==> src/pkg/rsd_pkg.sv <==
// Constants and types shared by the reset source detection block.
`default_nettype none
package rsd_pkg;
   // Register offsets on the plain register port.
   localparam logic [2:0] RSD_OFS_CAUSE   = 3'h0;
   localparam logic [2:0] RSD_OFS_LVCTRL  = 3'h1;
   localparam logic [2:0] RSD_OFS_WDCS    = 3'h2;
   localparam logic [2:0] RSD_OFS_WDCNT   = 3'h3;
   localparam logic [2:0] RSD_OFS_WDCKS   = 3'h4;

   // Reset cause codes as read from the flag register.
   localparam logic [7:0] RSD_CAUSE_PWR   = 8'h02;
   localparam logic [7:0] RSD_CAUSE_EXT   = 8'h00;
   localparam logic [7:0] RSD_CAUSE_WDT   = 8'h01;
   localparam int         RSD_POWERON_LOWVOLT_FLAG_BIT    = 1;
   localparam int         RSD_WATCHDOG_RESET_FLAG_BIT    = 0;

   // Low-voltage control register fields and reset value.
   localparam int         RSD_LVC_CSS_BIT = 5;
   localparam int         RSD_LVC_LVL_BIT = 3;
   localparam logic [7:0] RSD_LVC_RST     = 8'h08;

   // Watchdog control/status field positions.
   localparam int         RSD_WD_B6WI     = 7;
   localparam int         RSD_WD_TCWE     = 6;
   localparam int         RSD_WD_B4WI     = 5;
   localparam int         RSD_WD_CSWE     = 4;
   localparam int         RSD_WD_B2WI     = 3;
   localparam int         RSD_WD_ON       = 2;
   localparam int         RSD_WD_B0WI     = 1;
   localparam int         RSD_WD_RST      = 0;

   // Watchdog values after reset, counter maximum and the 8192 clock select code.
   localparam logic       RSD_WD_TCWE_RST = 1'b0;
   localparam logic       RSD_WD_CSWE_RST = 1'b0;
   localparam logic       RSD_WD_ON_RST   = 1'b1;
   localparam logic [7:0] RSD_WDCNT_RST   = 8'h00;
   localparam logic [7:0] RSD_WDCNT_MAX   = 8'hFF;
   localparam logic [3:0] RSD_WDCKS_RST   = 4'hF;
   localparam logic [3:0] RSD_WDCKS_8192  = 4'hF;

   // Counter widths and cycle counts.
   localparam int         RSD_PSC_W       = 13;
   localparam int         RSD_REL_W       = 18;
   localparam int         RSD_REL_STATES  = 131072;
   localparam int         RSD_WDT_DIV     = 8192;
   localparam logic [4:0] RSD_WDT_HOLD    = 5'h0F;

   // Internal reset state, naming what holds the reset.
   typedef enum logic [1:0] {
      RSD_RUN      = 2'b00,
      RSD_HOLD_EXT = 2'b01,
      RSD_HOLD_LV  = 2'b10,
      RSD_HOLD_WDT = 2'b11
   } rsd_state_t;
endpackage
`default_nettype wire

==> src/rtl/rsd_release_timer.sv <==
// Prescaler and release counter for power-on and low-voltage reset.
`default_nettype none
module rsd_release_timer #(
   parameter int REL_STATES = rsd_pkg::RSD_REL_STATES
) (
   // Clock and reset.
   input  wire logic                         clock,
   input  wire logic                         rst,
   // Supply condition.
   input  wire logic                         restart,
   // Status.
   output logic [rsd_pkg::RSD_PSC_W-1:0]     prescaler,
   output logic                              done
);
   logic [rsd_pkg::RSD_REL_W-1:0] elapsed_r;
   logic                          done_r;

   always_ff @(posedge clock) begin
      if (rst || restart) begin
         elapsed_r <= '0;
      end else begin
         elapsed_r <= elapsed_r + 1'b1;
      end
   end

   always_ff @(posedge clock) begin
      if (rst || restart) begin
         done_r <= 1'b0;
      end else if (elapsed_r == rsd_pkg::RSD_REL_W'(REL_STATES - 1)) begin
         done_r <= 1'b1;
      end
   end

   assign prescaler = elapsed_r[rsd_pkg::RSD_PSC_W-1:0];
   assign done      = done_r;
endmodule // rsd_release_timer
`default_nettype wire

==> src/rtl/rsd_watchdog.sv <==
// Watchdog counter with its write-gated control/status register.
`default_nettype none
module rsd_watchdog (
   // Clock and reset.
   input  wire logic        clock,
   input  wire logic        rst,
   // Reset events.
   input  wire logic        wd_init,
   input  wire logic        ext_clear,
   // Count tick.
   input  wire logic        tick,
   // Register writes.
   input  wire logic        wr_cs,
   input  wire logic        wr_cnt,
   input  wire logic [7:0]  wdata,
   // State.
   output logic [7:0]       cs_value,
   output logic [7:0]       cnt_value,
   output logic             overflow
);
   logic       tcwe_r;
   logic       cswe_r;
   logic       on_r;
   logic       watchdog_reset_flag_r;
   logic [7:0] cnt_r;
   logic       ovf_r;
   logic       wr_cnt_ok;

   assign wr_cnt_ok = wr_cnt && tcwe_r;

   always_ff @(posedge clock) begin
      if (rst || wd_init) begin
         tcwe_r <= rsd_pkg::RSD_WD_TCWE_RST;
         cswe_r <= rsd_pkg::RSD_WD_CSWE_RST;
         on_r   <= rsd_pkg::RSD_WD_ON_RST;
      end else if (wr_cs) begin
         if (!wdata[rsd_pkg::RSD_WD_B6WI]) begin
            tcwe_r <= wdata[rsd_pkg::RSD_WD_TCWE];
         end
         if (!wdata[rsd_pkg::RSD_WD_B4WI]) begin
            cswe_r <= wdata[rsd_pkg::RSD_WD_CSWE];
         end
         if (!wdata[rsd_pkg::RSD_WD_B2WI] && cswe_r) begin
            on_r <= wdata[rsd_pkg::RSD_WD_ON];
         end
      end
   end

   always_ff @(posedge clock) begin
      if (rst || ext_clear) begin
         watchdog_reset_flag_r <= 1'b0;
      end else if (ovf_r) begin
         watchdog_reset_flag_r <= 1'b1;
      end else if (wr_cs && cswe_r && !wdata[rsd_pkg::RSD_WD_B0WI]) begin
         watchdog_reset_flag_r <= wdata[rsd_pkg::RSD_WD_RST];
      end
   end

   always_ff @(posedge clock) begin
      if (rst || wd_init) begin
         cnt_r <= rsd_pkg::RSD_WDCNT_RST;
      end else if (wr_cnt_ok) begin
         cnt_r <= wdata;
      end else if (tick && on_r) begin
         cnt_r <= cnt_r + 8'h01;
      end
   end

   always_ff @(posedge clock) begin
      if (rst || wd_init) begin
         ovf_r <= 1'b0;
      end else begin
         ovf_r <= !wr_cnt_ok && tick && on_r && (cnt_r == rsd_pkg::RSD_WDCNT_MAX);
      end
   end

   assign cs_value  = {1'b1, tcwe_r, 1'b1, cswe_r, 1'b1, on_r, 1'b1, watchdog_reset_flag_r};
   assign cnt_value = cnt_r;
   assign overflow  = ovf_r;
endmodule // rsd_watchdog
`default_nettype wire

==> src/rtl/rsd_top.sv <==
// Reset generation and reset source recording with a watchdog.
`default_nettype none
module rsd_top #(
   parameter int REL_STATES = rsd_pkg::RSD_REL_STATES,
   parameter int WDT_DIV    = rsd_pkg::RSD_WDT_DIV
) (
   // Clock and reset.
   input  wire logic        clock,
   input  wire logic        rst,
   // Analog and pin inputs, asynchronous.
   input  wire logic        poweron_active,
   input  wire logic        supply_low,
   input  wire logic        external_reset_n,
   // Register port.
   input  wire logic [2:0]  reg_addr,
   input  wire logic [7:0]  reg_wdata,
   input  wire logic        reg_wr,
   input  wire logic        reg_rd,
   output logic [7:0]       reg_rdata,
   // Reset and detector control.
   output logic             internal_reset,
   output logic             detect_level_select,
   output logic             comparison_source_select
);
   localparam int NSYNC = 3;
   localparam logic [NSYNC-1:0] SYNC_IDLE = 3'h1;

   logic [NSYNC-1:0]           sync_in;
   logic [NSYNC-1:0]           sync1_r;
   logic [NSYNC-1:0]           sync2_r;
   logic                       por_s;
   logic                       low_s;
   logic                       pin_s;
   logic                       lv_cond;

   rsd_pkg::rsd_state_t        state_r;
   rsd_pkg::rsd_state_t        state_nxt;
   logic                       internal_reset_r;
   logic [4:0]                 hold_r;

   logic [rsd_pkg::RSD_PSC_W-1:0] prescaler;
   logic                       rel_done;
   logic                       wd_tick_nxt;
   logic                       wd_tick_r;
   logic [7:0]                 wd_cs;
   logic [7:0]                 wd_cnt;
   logic                       wd_ovf;
   logic                       ext_event;

   logic                       poweron_lowvolt_flag_r;
   logic                       watchdog_reset_flag_r;
   logic [7:0]                 lvc_r;
   logic [3:0]                 cks_r;
   logic [7:0]                 rdata_r;

   assign sync_in = {poweron_active, supply_low, external_reset_n};

   // all three inputs synchronised alike
   // Two-stage synchronisers start at each input's idle level.
   generate
      for (genvar i = 0; i < NSYNC; i++) begin : g_sync
         always_ff @(posedge clock) begin
            if (rst) begin
               sync1_r[i] <= SYNC_IDLE[i];
               sync2_r[i] <= SYNC_IDLE[i];
            end else begin
               sync1_r[i] <= sync_in[i];
               sync2_r[i] <= sync1_r[i];
            end
         end
      end
   endgenerate

   assign por_s   = sync2_r[2];
   assign low_s   = sync2_r[1];
   assign pin_s   = sync2_r[0];
   assign lv_cond = por_s || low_s;

   // Write decode used by several registers.
   function automatic logic wr_hit(input logic [2:0] ofs);
      return reg_wr && (reg_addr == ofs);
   endfunction

   rsd_release_timer #(
      .REL_STATES (REL_STATES)
   ) u_release (
      .clock      (clock),
      .rst        (rst),
      .restart    (lv_cond),
      .prescaler  (prescaler),
      .done       (rel_done)
   );

   localparam logic [rsd_pkg::RSD_PSC_W-1:0] RSD_PSC_MASK =
      rsd_pkg::RSD_PSC_W'(WDT_DIV - 1);

   assign wd_tick_nxt = (cks_r == rsd_pkg::RSD_WDCKS_8192)
                        && ((prescaler & RSD_PSC_MASK) == RSD_PSC_MASK);

   // Tick registered so the counter sees a strobe straight from a flip-flop.
   always_ff @(posedge clock) begin
      if (rst) begin
         wd_tick_r <= 1'b0;
      end else begin
         wd_tick_r <= wd_tick_nxt;
      end
   end

   rsd_watchdog u_watchdog (
      .clock      (clock),
      .rst        (rst),
      .wd_init    (internal_reset_r),
      .ext_clear  (ext_event),
      .tick       (wd_tick_r),
      .wr_cs      (wr_hit(rsd_pkg::RSD_OFS_WDCS)),
      .wr_cnt     (wr_hit(rsd_pkg::RSD_OFS_WDCNT)),
      .wdata      (reg_wdata),
      .cs_value   (wd_cs),
      .cnt_value  (wd_cnt),
      .overflow   (wd_ovf)
   );

   // Next reset state; supply events outrank the pin.
   always_comb begin
      state_nxt = state_r;
      if (lv_cond) begin
         state_nxt = rsd_pkg::RSD_HOLD_LV;
      end else if (!pin_s && state_r != rsd_pkg::RSD_HOLD_LV) begin
         state_nxt = rsd_pkg::RSD_HOLD_EXT;
      end else begin
         case (state_r)
            rsd_pkg::RSD_RUN: begin
               if (wd_ovf) begin
                  state_nxt = rsd_pkg::RSD_HOLD_WDT;
               end
            end
            rsd_pkg::RSD_HOLD_LV: begin
               if (rel_done) begin
                  state_nxt = rsd_pkg::RSD_RUN;
               end
            end
            rsd_pkg::RSD_HOLD_EXT: begin
               if (pin_s) begin
                  state_nxt = rsd_pkg::RSD_RUN;
               end
            end
            rsd_pkg::RSD_HOLD_WDT: begin
               if (hold_r == rsd_pkg::RSD_WDT_HOLD) begin
                  state_nxt = rsd_pkg::RSD_RUN;
               end
            end
            default: begin
               state_nxt = rsd_pkg::RSD_HOLD_LV;
            end
         endcase
      end
   end

   assign ext_event = (state_nxt == rsd_pkg::RSD_HOLD_EXT)
                      && (state_r != rsd_pkg::RSD_HOLD_EXT);

   // three reset causes plus run held
   // Reset state register; a cold reset counts as power-on.
   always_ff @(posedge clock) begin
      if (rst) begin
         state_r <= rsd_pkg::RSD_HOLD_LV;
      end else begin
         state_r <= state_nxt;
      end
   end

   // reset output registered
   // Internal reset output from a flip-flop.
   always_ff @(posedge clock) begin
      if (rst) begin
         internal_reset_r <= 1'b1;
      end else begin
         internal_reset_r <= (state_nxt != rsd_pkg::RSD_RUN);
      end
   end

   // Length of the watchdog-caused reset pulse.
   always_ff @(posedge clock) begin
      if (rst || state_r != rsd_pkg::RSD_HOLD_WDT) begin
         hold_r <= 5'h00;
      end else begin
         hold_r <= hold_r + 5'h01;
      end
   end

   always_ff @(posedge clock) begin
      if (rst) begin
         poweron_lowvolt_flag_r <= 1'b1;
      end else if (lv_cond) begin
         poweron_lowvolt_flag_r <= 1'b1;
      end else if (wr_hit(rsd_pkg::RSD_OFS_CAUSE) && !reg_wdata[rsd_pkg::RSD_POWERON_LOWVOLT_FLAG_BIT]) begin
         poweron_lowvolt_flag_r <= 1'b0;
      end
   end

   always_ff @(posedge clock) begin
      if (rst) begin
         watchdog_reset_flag_r <= 1'b0;
      end else if (wd_ovf) begin
         watchdog_reset_flag_r <= 1'b1;
      end else if (lv_cond || ext_event) begin
         watchdog_reset_flag_r <= 1'b0;
      end else if (wr_hit(rsd_pkg::RSD_OFS_CAUSE) && !reg_wdata[rsd_pkg::RSD_WATCHDOG_RESET_FLAG_BIT]) begin
         watchdog_reset_flag_r <= 1'b0;
      end
   end

   always_ff @(posedge clock) begin
      if (rst) begin
         lvc_r <= rsd_pkg::RSD_LVC_RST;
      end else if (wr_hit(rsd_pkg::RSD_OFS_LVCTRL)) begin
         lvc_r <= '0;
         lvc_r[rsd_pkg::RSD_LVC_CSS_BIT] <= reg_wdata[rsd_pkg::RSD_LVC_CSS_BIT];
         lvc_r[rsd_pkg::RSD_LVC_LVL_BIT] <= reg_wdata[rsd_pkg::RSD_LVC_LVL_BIT];
      end
   end

   // clock select register
   // Watchdog clock select register.
   always_ff @(posedge clock) begin
      if (rst || internal_reset_r) begin
         cks_r <= rsd_pkg::RSD_WDCKS_RST;
      end else if (wr_hit(rsd_pkg::RSD_OFS_WDCKS)) begin
         cks_r <= reg_wdata[3:0];
      end
   end

   // Value of one register offset; unmapped offsets read zero.
   function automatic logic [7:0] read_word(input logic [2:0] ofs);
      case (ofs)
         rsd_pkg::RSD_OFS_CAUSE:  return {6'h00, poweron_lowvolt_flag_r, watchdog_reset_flag_r};
         rsd_pkg::RSD_OFS_LVCTRL: return lvc_r;
         rsd_pkg::RSD_OFS_WDCS:   return wd_cs;
         rsd_pkg::RSD_OFS_WDCNT:  return wd_cnt;
         rsd_pkg::RSD_OFS_WDCKS:  return {4'h0, cks_r};
         default:                 return 8'h00;
      endcase
   endfunction

   // Read data one cycle after the strobe, zero otherwise.
   always_ff @(posedge clock) begin
      if (rst || !reg_rd) begin
         rdata_r <= 8'h00;
      end else begin
         rdata_r <= read_word(reg_addr);
      end
   end

   assign reg_rdata                = rdata_r;
   assign internal_reset           = internal_reset_r;
   assign detect_level_select      = lvc_r[rsd_pkg::RSD_LVC_LVL_BIT];
   assign comparison_source_select = lvc_r[rsd_pkg::RSD_LVC_CSS_BIT];
endmodule // rsd_top
`default_nettype wire

==> config.mk <==
export PLATFORM = sky130hd
export DESIGN_NAME = rsd_top
export DESIGN_NICKNAME = d
export VERILOG_FILES = /design/src/pkg/rsd_pkg.sv /design/src/rtl/rsd_release_timer.sv /design/src/rtl/rsd_watchdog.sv /design/src/rtl/rsd_top.sv
export SDC_FILE = /design/constraint.sdc
export NUM_CORES = 1
export LEC_CHECK = 0
export BUFFER_PORTS_ARGS = -buffer_cell sky130_fd_sc_hd__buf_2
export CELL_PAD_IN_SITES_DETAIL_PLACEMENT = 1
export CELL_PAD_IN_SITES_GLOBAL_PLACEMENT = 1
export CORE_MARGIN = 3
export CORE_UTILIZATION = 39
export DETAILED_ROUTE_END_ITERATION = 6
export GPL_TIMING_DRIVEN = 0
export HOLD_SLACK_MARGIN = 0.12
export PLACE_DENSITY_LB_ADDON = 0.1
export SYNTH_ARGS = -nofsm -noshare
export SYNTH_HDL_FRONTEND = slang
export SYNTH_SLANG_ARGS = --single-unit
==> constraint.sdc <==
create_clock -name clock -period 1.5 [get_ports clock]
set_input_delay 0.075 -clock clock [delete_from_list [all_inputs] [get_ports clock]]
set_output_delay 0.075 -clock clock [all_outputs]
set_load 0.01 [all_outputs]
==> summary.md, run 1 <==
| Metric | Value |
|---|---|
| CP bufs+invs | `0` |
| P&R area growth vs syn | `31.0%` |
| Num CTS Buffers | `9` |
| Cell Chain, Critical Path | `ha_4, and3_4, ha_4, nand3b_1, o21ai_1, a21oi_2, nor3b_4, o22ai_1` |
| Sink Count | `63` |
| TritonCTS clock tree | `built` |
| Total chip power | `3320 uW` |
| WP data arrival | `about 1.7 ns` |
| Commonest non-fill, non-tap cell in the layout | `dfxtp_1` |
| Die Height | `87.5 um` |
| Critical Path Max Stage Delay | `0.35 ns` |
| DR top layer | `met4` |
| CP max stage cell | `dfxtp_2` |
| Met3 WL post-DR | `222 um` |
| Number of global-route vias before repair | `between 2000 and 2500` |
| Port bufs | `26` |
| VDD IR max | `0.551 mV` |
| Critical path class | `reg2reg` |
| Synthesis warning total | `0` |
| Mapped Area | `2590 sq um` |
| CP startpoint kind | `register` |
| GPL Wtd Cong | `between 0.7 and 0.8` |
| Tcrit/Tclk final | `102%` |
| Maximum number of buffers from clock root to sink | `2` |
| Drt drc | `0` |
| Post-synth EDFFs | `0` |
| First-pass detailed-route iteration total | `4` |
| Synth unique cells | `40` |
| Pins over their slew limit | `0` |
| Routed Antenna Nets | `0` |
| Fmax | `653 MHz` |
| Setup TNS | `-0.0461 ns` |
| First-pass GRT wire length | `around 11000 um` |
| Min Tclk post-route | `1.53 ns` |
| Final setup viols | `2` |
| Top cell family by delay on the critical path | `simple AND/OR/NAND/NOR gates` |
| Initial Utilization | `40.5%` |
| Total gr overflow | `0` |
| Full die area | `7650 sq um` |
| FP Rows | `29` |
| Boundary Pins | `29` |
| Core area | `roughly 6400 sq um` |
| Reg2reg setup slack | `-0.03 ns` |
| Avg WL per Cell | `between 10 and 15 um` |
| RSZ-0062 raised after global routing | `true` |
| P per Cell Area | `979 nW/um^2` |
| CTS H-tree depth | `3` |
| Root buffer cell | `clkbuf_8` |
| P_leak | `~0.0013 uW` |
| Synth async-reset ratio | `0%` |
| Via density | `about 5.0` |
| Total Routing Usage GR | `18.5%` |
| Worst hold path class | `in2reg` |
| Layout cell share with drive strength beyond 1 | `27.4%` |
| Actual slew at the worst max-slew pin | `0.913 ns` |
| Syn Nets | `307` |
| M1 wire length | `3200 um` |
| Die Wd | `87.5 um` |
| Maxcap violations | `0` |
| DP Wirelength | `4250 um` |
| Post-Route WL | `approximately 6300 um` |
| Antenna violations before repair | `0` |
| Syn_area_per_cell | `9.08 sq um` |
| Clock slew at reported path FFs | `0.07 ns` |
| Final hold viol count | `0` |
| WHS | `0.119 ns` |
| WL met2 | `2800 um` |
| Crit Path Max Fanout | `2` |
| DR vias | `2161` |
| Largest net degree at the start of global routing | `11` |
| Clk_lat worst skew | `between 0.3 and 0.4 ns` |
| Flops & latches, synth | `63` |
| Failing checks | `setup timing` |
| Drt first-iter violations | `112` |
| # diodes | `0` |
| CP Data Required Time | `around 1.7 ns` |
| Seq/Total Area, Yosys | `48.7%` |
| Cells after Synth | `285` |
| Setup ws final | `-0.0314 ns` |
| Skew final | `0.00926 ns` |
| Final net count | `371` |
| Slew margin rel. | `38.7%` |
| Most used cell, CP | `ha_4` |
| Crit. End Element | `register` |
| Status | `finished with violations` |
| Most frequent cells in the layout | `48 x dfxtp_1, 44 x nor2_1, 30 x buf_2, 22 x nand2_1` |
| Post-synth top flop | `dfxtp_1` |
[Yosys cell counts, types with 3 or more instances]
library cell	n	area (sq um)
o21ai_0	13	65.1
nor2_1	46	173
or2_2	4	25.0
inv_1	9	33.8
a211oi_1	4	30.0
nor3b_1	3	22.5
buf_2	4	20.0
nand3_1	12	60.1
a31oi_1	3	18.8
mux2i_1	10	100
dfxtp_1	63	1260
xor2_1	15	131
nand2_1	24	90.1
nor3_1	3	15.0
nand4_1	6	37.5
ha_1	4	50.1
nand2b_1	3	18.8
clkbuf_1	4	15.0
nor2b_1	8	50.1
or3_1	4	25.0
xnor2_1	8	70.1
a21oi_1	12	60.1
[cell families (layout without fill, tap and decap cells)]
family	count (synthesis)	count (layout)	share of synthesized area (%)
compound gates	41	41	9.57
mux	12	12	4.74
fa+ha+maj	4	4	1.93
flops	63	63	48.7
xor+xnor	23	23	7.78
buf+inv	17	86	2.66
simple gates	125	125	24.6
[worst paths after layout]
path,end,start,cells past startpoint
min,poweron_lowvolt_flag_r$_SDFFE_PP1P_,reg_addr[2],5
max reg2reg,watchdog_reset_flag_r$_SDFFE_PP0P_,hold_r[1]$_SDFF_PP0_,8
max,watchdog_reset_flag_r$_SDFFE_PP0P_,hold_r[1]$_SDFF_PP0_,8
min reg2reg,pin_s$_SDFF_PP1_,sync1_r[0]$_SDFF_PP1_,1
[what timing repair did]
item                                   CTS  global route
setup buffers                            6             7
pin swaps                                6            12
setup endpoints to repair               13            19
resized for setup                       17            24
endpoints found under the hold margin   25             0
hold buffers                            16             0
[area by class of cell]
| cell class | count | area, sq um |
|---|---|---|
| tap | 77 | 96.3 |
| clock inverter | 2 | 12.5 |
| sequential | 63 | 1290 |
| timing repair buffer | 54 | 378 |
| fill | 741 | 2990 |
| inverter | 9 | 33.8 |
| clock buffer | 14 | 183 |
| buffer | 7 | 32.5 |
| multi-input combinational | 205 | 1360 |
[metal layers]
layer	vias to the layer above	global-route usage, %
met5	-	0
met4	0	6.14
met3	10	5.01
met2	30	27.5
met1	1015	25.8
li1	1106	-
[metrics by stage]
stage / cell area (sq um) / utilization [%] / instances / worst slack, ns
after floorplan: 2600 / - / 285 / 0.00905
after global placement: 2820 / 44.2 / 388 / -0.203
after detailed placement: 2820 / 44.2 / 388 / -0.220
after CTS: 3300 / 51.7 / 426 / -0.0607
after global routing: 3390 / 53.1 / 431 / -0.133
final: 3390 / 53.1 / 431 / -0.0314
[registers in the layout, summed over array words and instances (netlist names), 2 cells and up]
name                  cells
cks_r                     4
hold_r                    5
lvc_r                     2
reg_rdata                 8
state_r                   2
sync1_r                   3
u_release.elapsed_r      18
u_watchdog.cnt_value      8
[tightest hold or removal path: stages]
cell and delay, ns:
buf_2 0.09, nor2b_2 0.06, nand2_1 0.07, o21ai_0 0.07, nand2_1 0.06
[power by group]
part | switching, uW | internal, uW | total [uW]
logic | 92.1 | 80.0 | 172
clock network | 672 | 780 | 1450
registers | 13.3 | 1680 | 1700
total | 777 | 2540 | 3320
Power figures use the tool's default switching activity.
==> run 2: changes to the inputs <==
--- a/config.mk
+++ b/config.mk
@@ -14,6 +14,7 @@
 export GPL_TIMING_DRIVEN = 0
 export HOLD_SLACK_MARGIN = 0.12
 export PLACE_DENSITY_LB_ADDON = 0.1
+export SETUP_SLACK_MARGIN = 0.2
 export SYNTH_ARGS = -nofsm -noshare
 export SYNTH_HDL_FRONTEND = slang
 export SYNTH_SLANG_ARGS = --single-unit
==> run 2 against run 1 <==
  * The run still ends with setup timing left
  * Clock power grew 9%
  * Design area grew 7.6%
  * Sequential cell count is the same
  * Die area is the same
  * Clock skew shrank 0.0012 ns
  * First-iteration DRC count shrank 38%
  * Global-route usage grew 1.1 points
  * Register-to-register slack lost 0.03 ns
  * Sequential power is essentially flat
  * Routed wire length grew 11%
  * Final cell count grew 3.0%
  * Via count grew 4.3%
  * Critical path type unchanged
  * Largest power group unchanged
  * Highest routed layer unchanged
==> summary.md, run 2 (synthesis results as in run 1) <==
| Metric | Value |
|---|---|
| Status | `finished with violations` |
| Failing checks | `setup timing` |
| Seq. cell area | `1300 sq um (+0.19%)` |
| Critical path class | `reg2reg` |
| Fmax | `638 MHz (-2.2%)` |
| Total Routing Usage GR | `19.6% (+1.1 points)` |
| Post-Route WL | `7010 um (+11%)` |
| Min Tclk post-route | `1.57 ns (+0.0350 ns)` |
| CP startpoint kind | `register` |
| Clk_lat worst skew | `0.35 ns (about the same)` |
| Actual slew at the worst max-slew pin | `0.528 ns (-0.384 ns)` |
| P per Cell Area | `954 nW/um^2 (-2.6%)` |
| WP data arrival | `1.79 ns (+0.05 ns)` |
| Top reg by flops | `u_release.elapsed_r` |
| Final net count | `384 (+3.5%)` |
| Via density | `5.08 (+1.2%)` |
| Drt first-iter violations | `69 (-38%)` |
| Num CTS Buffers | `9 (unchanged)` |
| Full die area | `7650 sq um (unchanged)` |
| P_leak | `0.00142 uW (+8.4%)` |
| Crit Path Max Fanout | `3 (+1)` |
| Port bufs | `26 (unchanged)` |
| Maximum number of buffers from clock root to sink | `2 (unchanged)` |
| Total chip power | `3480 uW (+4.8%)` |
| Boundary Pins | `29 (unchanged)` |
| Largest net degree at the start of global routing | `11 (unchanged)` |
| FP Rows | `29 (unchanged)` |
| Final setup viols | `2 (unchanged)` |
| WHS | `0.0709 ns (-0.0485 ns)` |
| Avg WL per Cell | `15.8 um (+7.6%)` |
| Tcrit/Tclk final | `104% (+2.3 points)` |
| Die Wd | `87.5 um (unchanged)` |
| Worst hold path class | `in2reg` |
| Routed Antenna Nets | `0 (unchanged)` |
| First-pass detailed-route iteration total | `4 (unchanged)` |
| Crit. End Element | `register` |
| # diodes | `0 (unchanged)` |
| Antenna violations before repair | `0 (unchanged)` |
| CP Data Required Time | `1.72 ns (about the same)` |
| CTS H-tree depth | `3 (unchanged)` |
| First-pass GRT wire length | `11500 um (+7.0%)` |
| Root buffer cell | `clkbuf_8` |
| RSZ-0062 raised after global routing | `true` |
| Clock slew at reported path FFs | `0.07 ns (about the same)` |
| CTS Hold Bufs | `14 (-2)` |
| VDD IR max | `0.713 mV (+30%)` |
| Max reg flops | `18 (unchanged)` |
| Sink Count | `63 (unchanged)` |
| Drt drc | `0 (unchanged)` |
| Slew margin rel. | `64.7% (+26 points)` |
| Total gr overflow | `0 (unchanged)` |
| DP Wirelength | `4260 um (+0.31%)` |
| Setup ws final | `-0.0664 ns (-0.0350 ns)` |
| DR vias | `2254 (+4.3%)` |
| Most frequent cells in the layout | `46 x dfxtp_1, 41 x nor2_1, 31 x buf_2, 21 x nand2_1, 19 x buf_4` |
| Util after Layout | `57.1% (+4.0 points)` |
| Setup TNS | `-0.121 ns (-0.0745 ns)` |
| P&R area growth vs syn | `40.9%` |
| Core area | `6390 sq um (unchanged)` |
| Layout cell share with drive strength beyond 1 | `34.6% (+7.2 points)` |
| Skew final | `0.00809 ns (-0.00117 ns)` |
| Commonest non-fill, non-tap cell in the layout | `dfxtp_1` |
| Area of the multi-input gates | `1470 sq um (+8.2%)` |
| Fillcell total | `724 (-2.3%)` |
| Number of global-route vias before repair | `2376 (+8.8%)` |
| Pins over their slew limit | `0 (unchanged)` |
| GPL Wtd Cong | `0.747 (+1.1%)` |
| TritonCTS clock tree | `built` |
| Maxcap violations | `0 (unchanged)` |
| Die Height | `87.5 um (unchanged)` |
| Initial Utilization | `40.5% (unchanged)` |
| Final hold viol count | `0 (unchanged)` |
-- run 2: changes by cell type in the layout (fill, tap and decap cells not counted), sizes merged --
| cell | change |
|---|---|
| clkinv | +1 |
| buf | +15 |
| clkinvlp | -1 |
| dlygate4sd3 | -1 |
| clkbuf | -3 |
| bufinv | +2 |
-- run 2: final cells by class --
| class | instances | share of cell area (%) |
|---|---|---|
| Multi-Input combinational cell | 205 | 40.4 |
| Clock inverter | 4 | 1.92 |
| Timing Repair Buffer | 66 | 13.7 |
| Tap cell | 77 | 2.64 |
| Sequential cell | 63 | 35.6 |
| Inverter | 9 | 0.926 |
| Clock buffer | 12 | 3.70 |
| Buffer | 8 | 1.20 |
-- run 2: report_power, final --
group,internal (uW),switching [uW],total [uW]
sequential,1680,12.6,1700
combinational,98.9,101,200
clock,932,650,1580
-- run 2: path summary, 6_finish.rpt --
check,startpoint,to,slack [ns],cells past startpoint
worst min-delay path,rst,poweron_lowvolt_flag_r$_SDFFE_PP1P_,0.07,3
worst min register to register,sync1_r[0]$_SDFF_PP1_,pin_s$_SDFF_PP1_,0.42,1
worst max-delay path,hold_r[1]$_SDFF_PP0_,watchdog_reset_flag_r$_SDFFE_PP0P_,-0.07,8
worst max register to register,hold_r[1]$_SDFF_PP0_,watchdog_reset_flag_r$_SDFFE_PP0P_,-0.07,8
-- run 2: per-stage QoR --
step | setup WS [ns] | area, sq um | std cells
5_1_grt | -0.173 | 3650 | 444
3_5_place_dp | -0.182 | 2870 | 388
3_3_place_gp | -0.178 | 2870 | 388
4_1_cts | -0.0554 | 3450 | 434
6_report | -0.0664 | 3650 | 444
2_1_floorplan | 0.0478 | 2640 | 285
-- run 2: timing repair --
action,CTS,global route
buffers inserted,16,10
hold endpoints to repair,25,2
setup endpoints to repair,27,28
pin swaps,24,22
gates resized for setup,36,37
-- run 2: layer usage --
metal	track usage (%)	vias to the layer above	share of wire (%)
li1	-	1129	-
met2	31.8	41	49
met1	24.6	1070	46
met5	0	-	0
met3	5.96	14	3.9
met4	6.69	0	1.6
-- run 2: critical path, cell delays in order, from the launching register on --
cell	delay (ns)
dfxtp_2	0.35
ha_4	0.13
and3_4	0.17
ha_4	0.11
nand3b_1	0.10
o21ai_1	0.08
a21oi_2	0.19
nor3b_4	0.22
o22ai_1	0.09
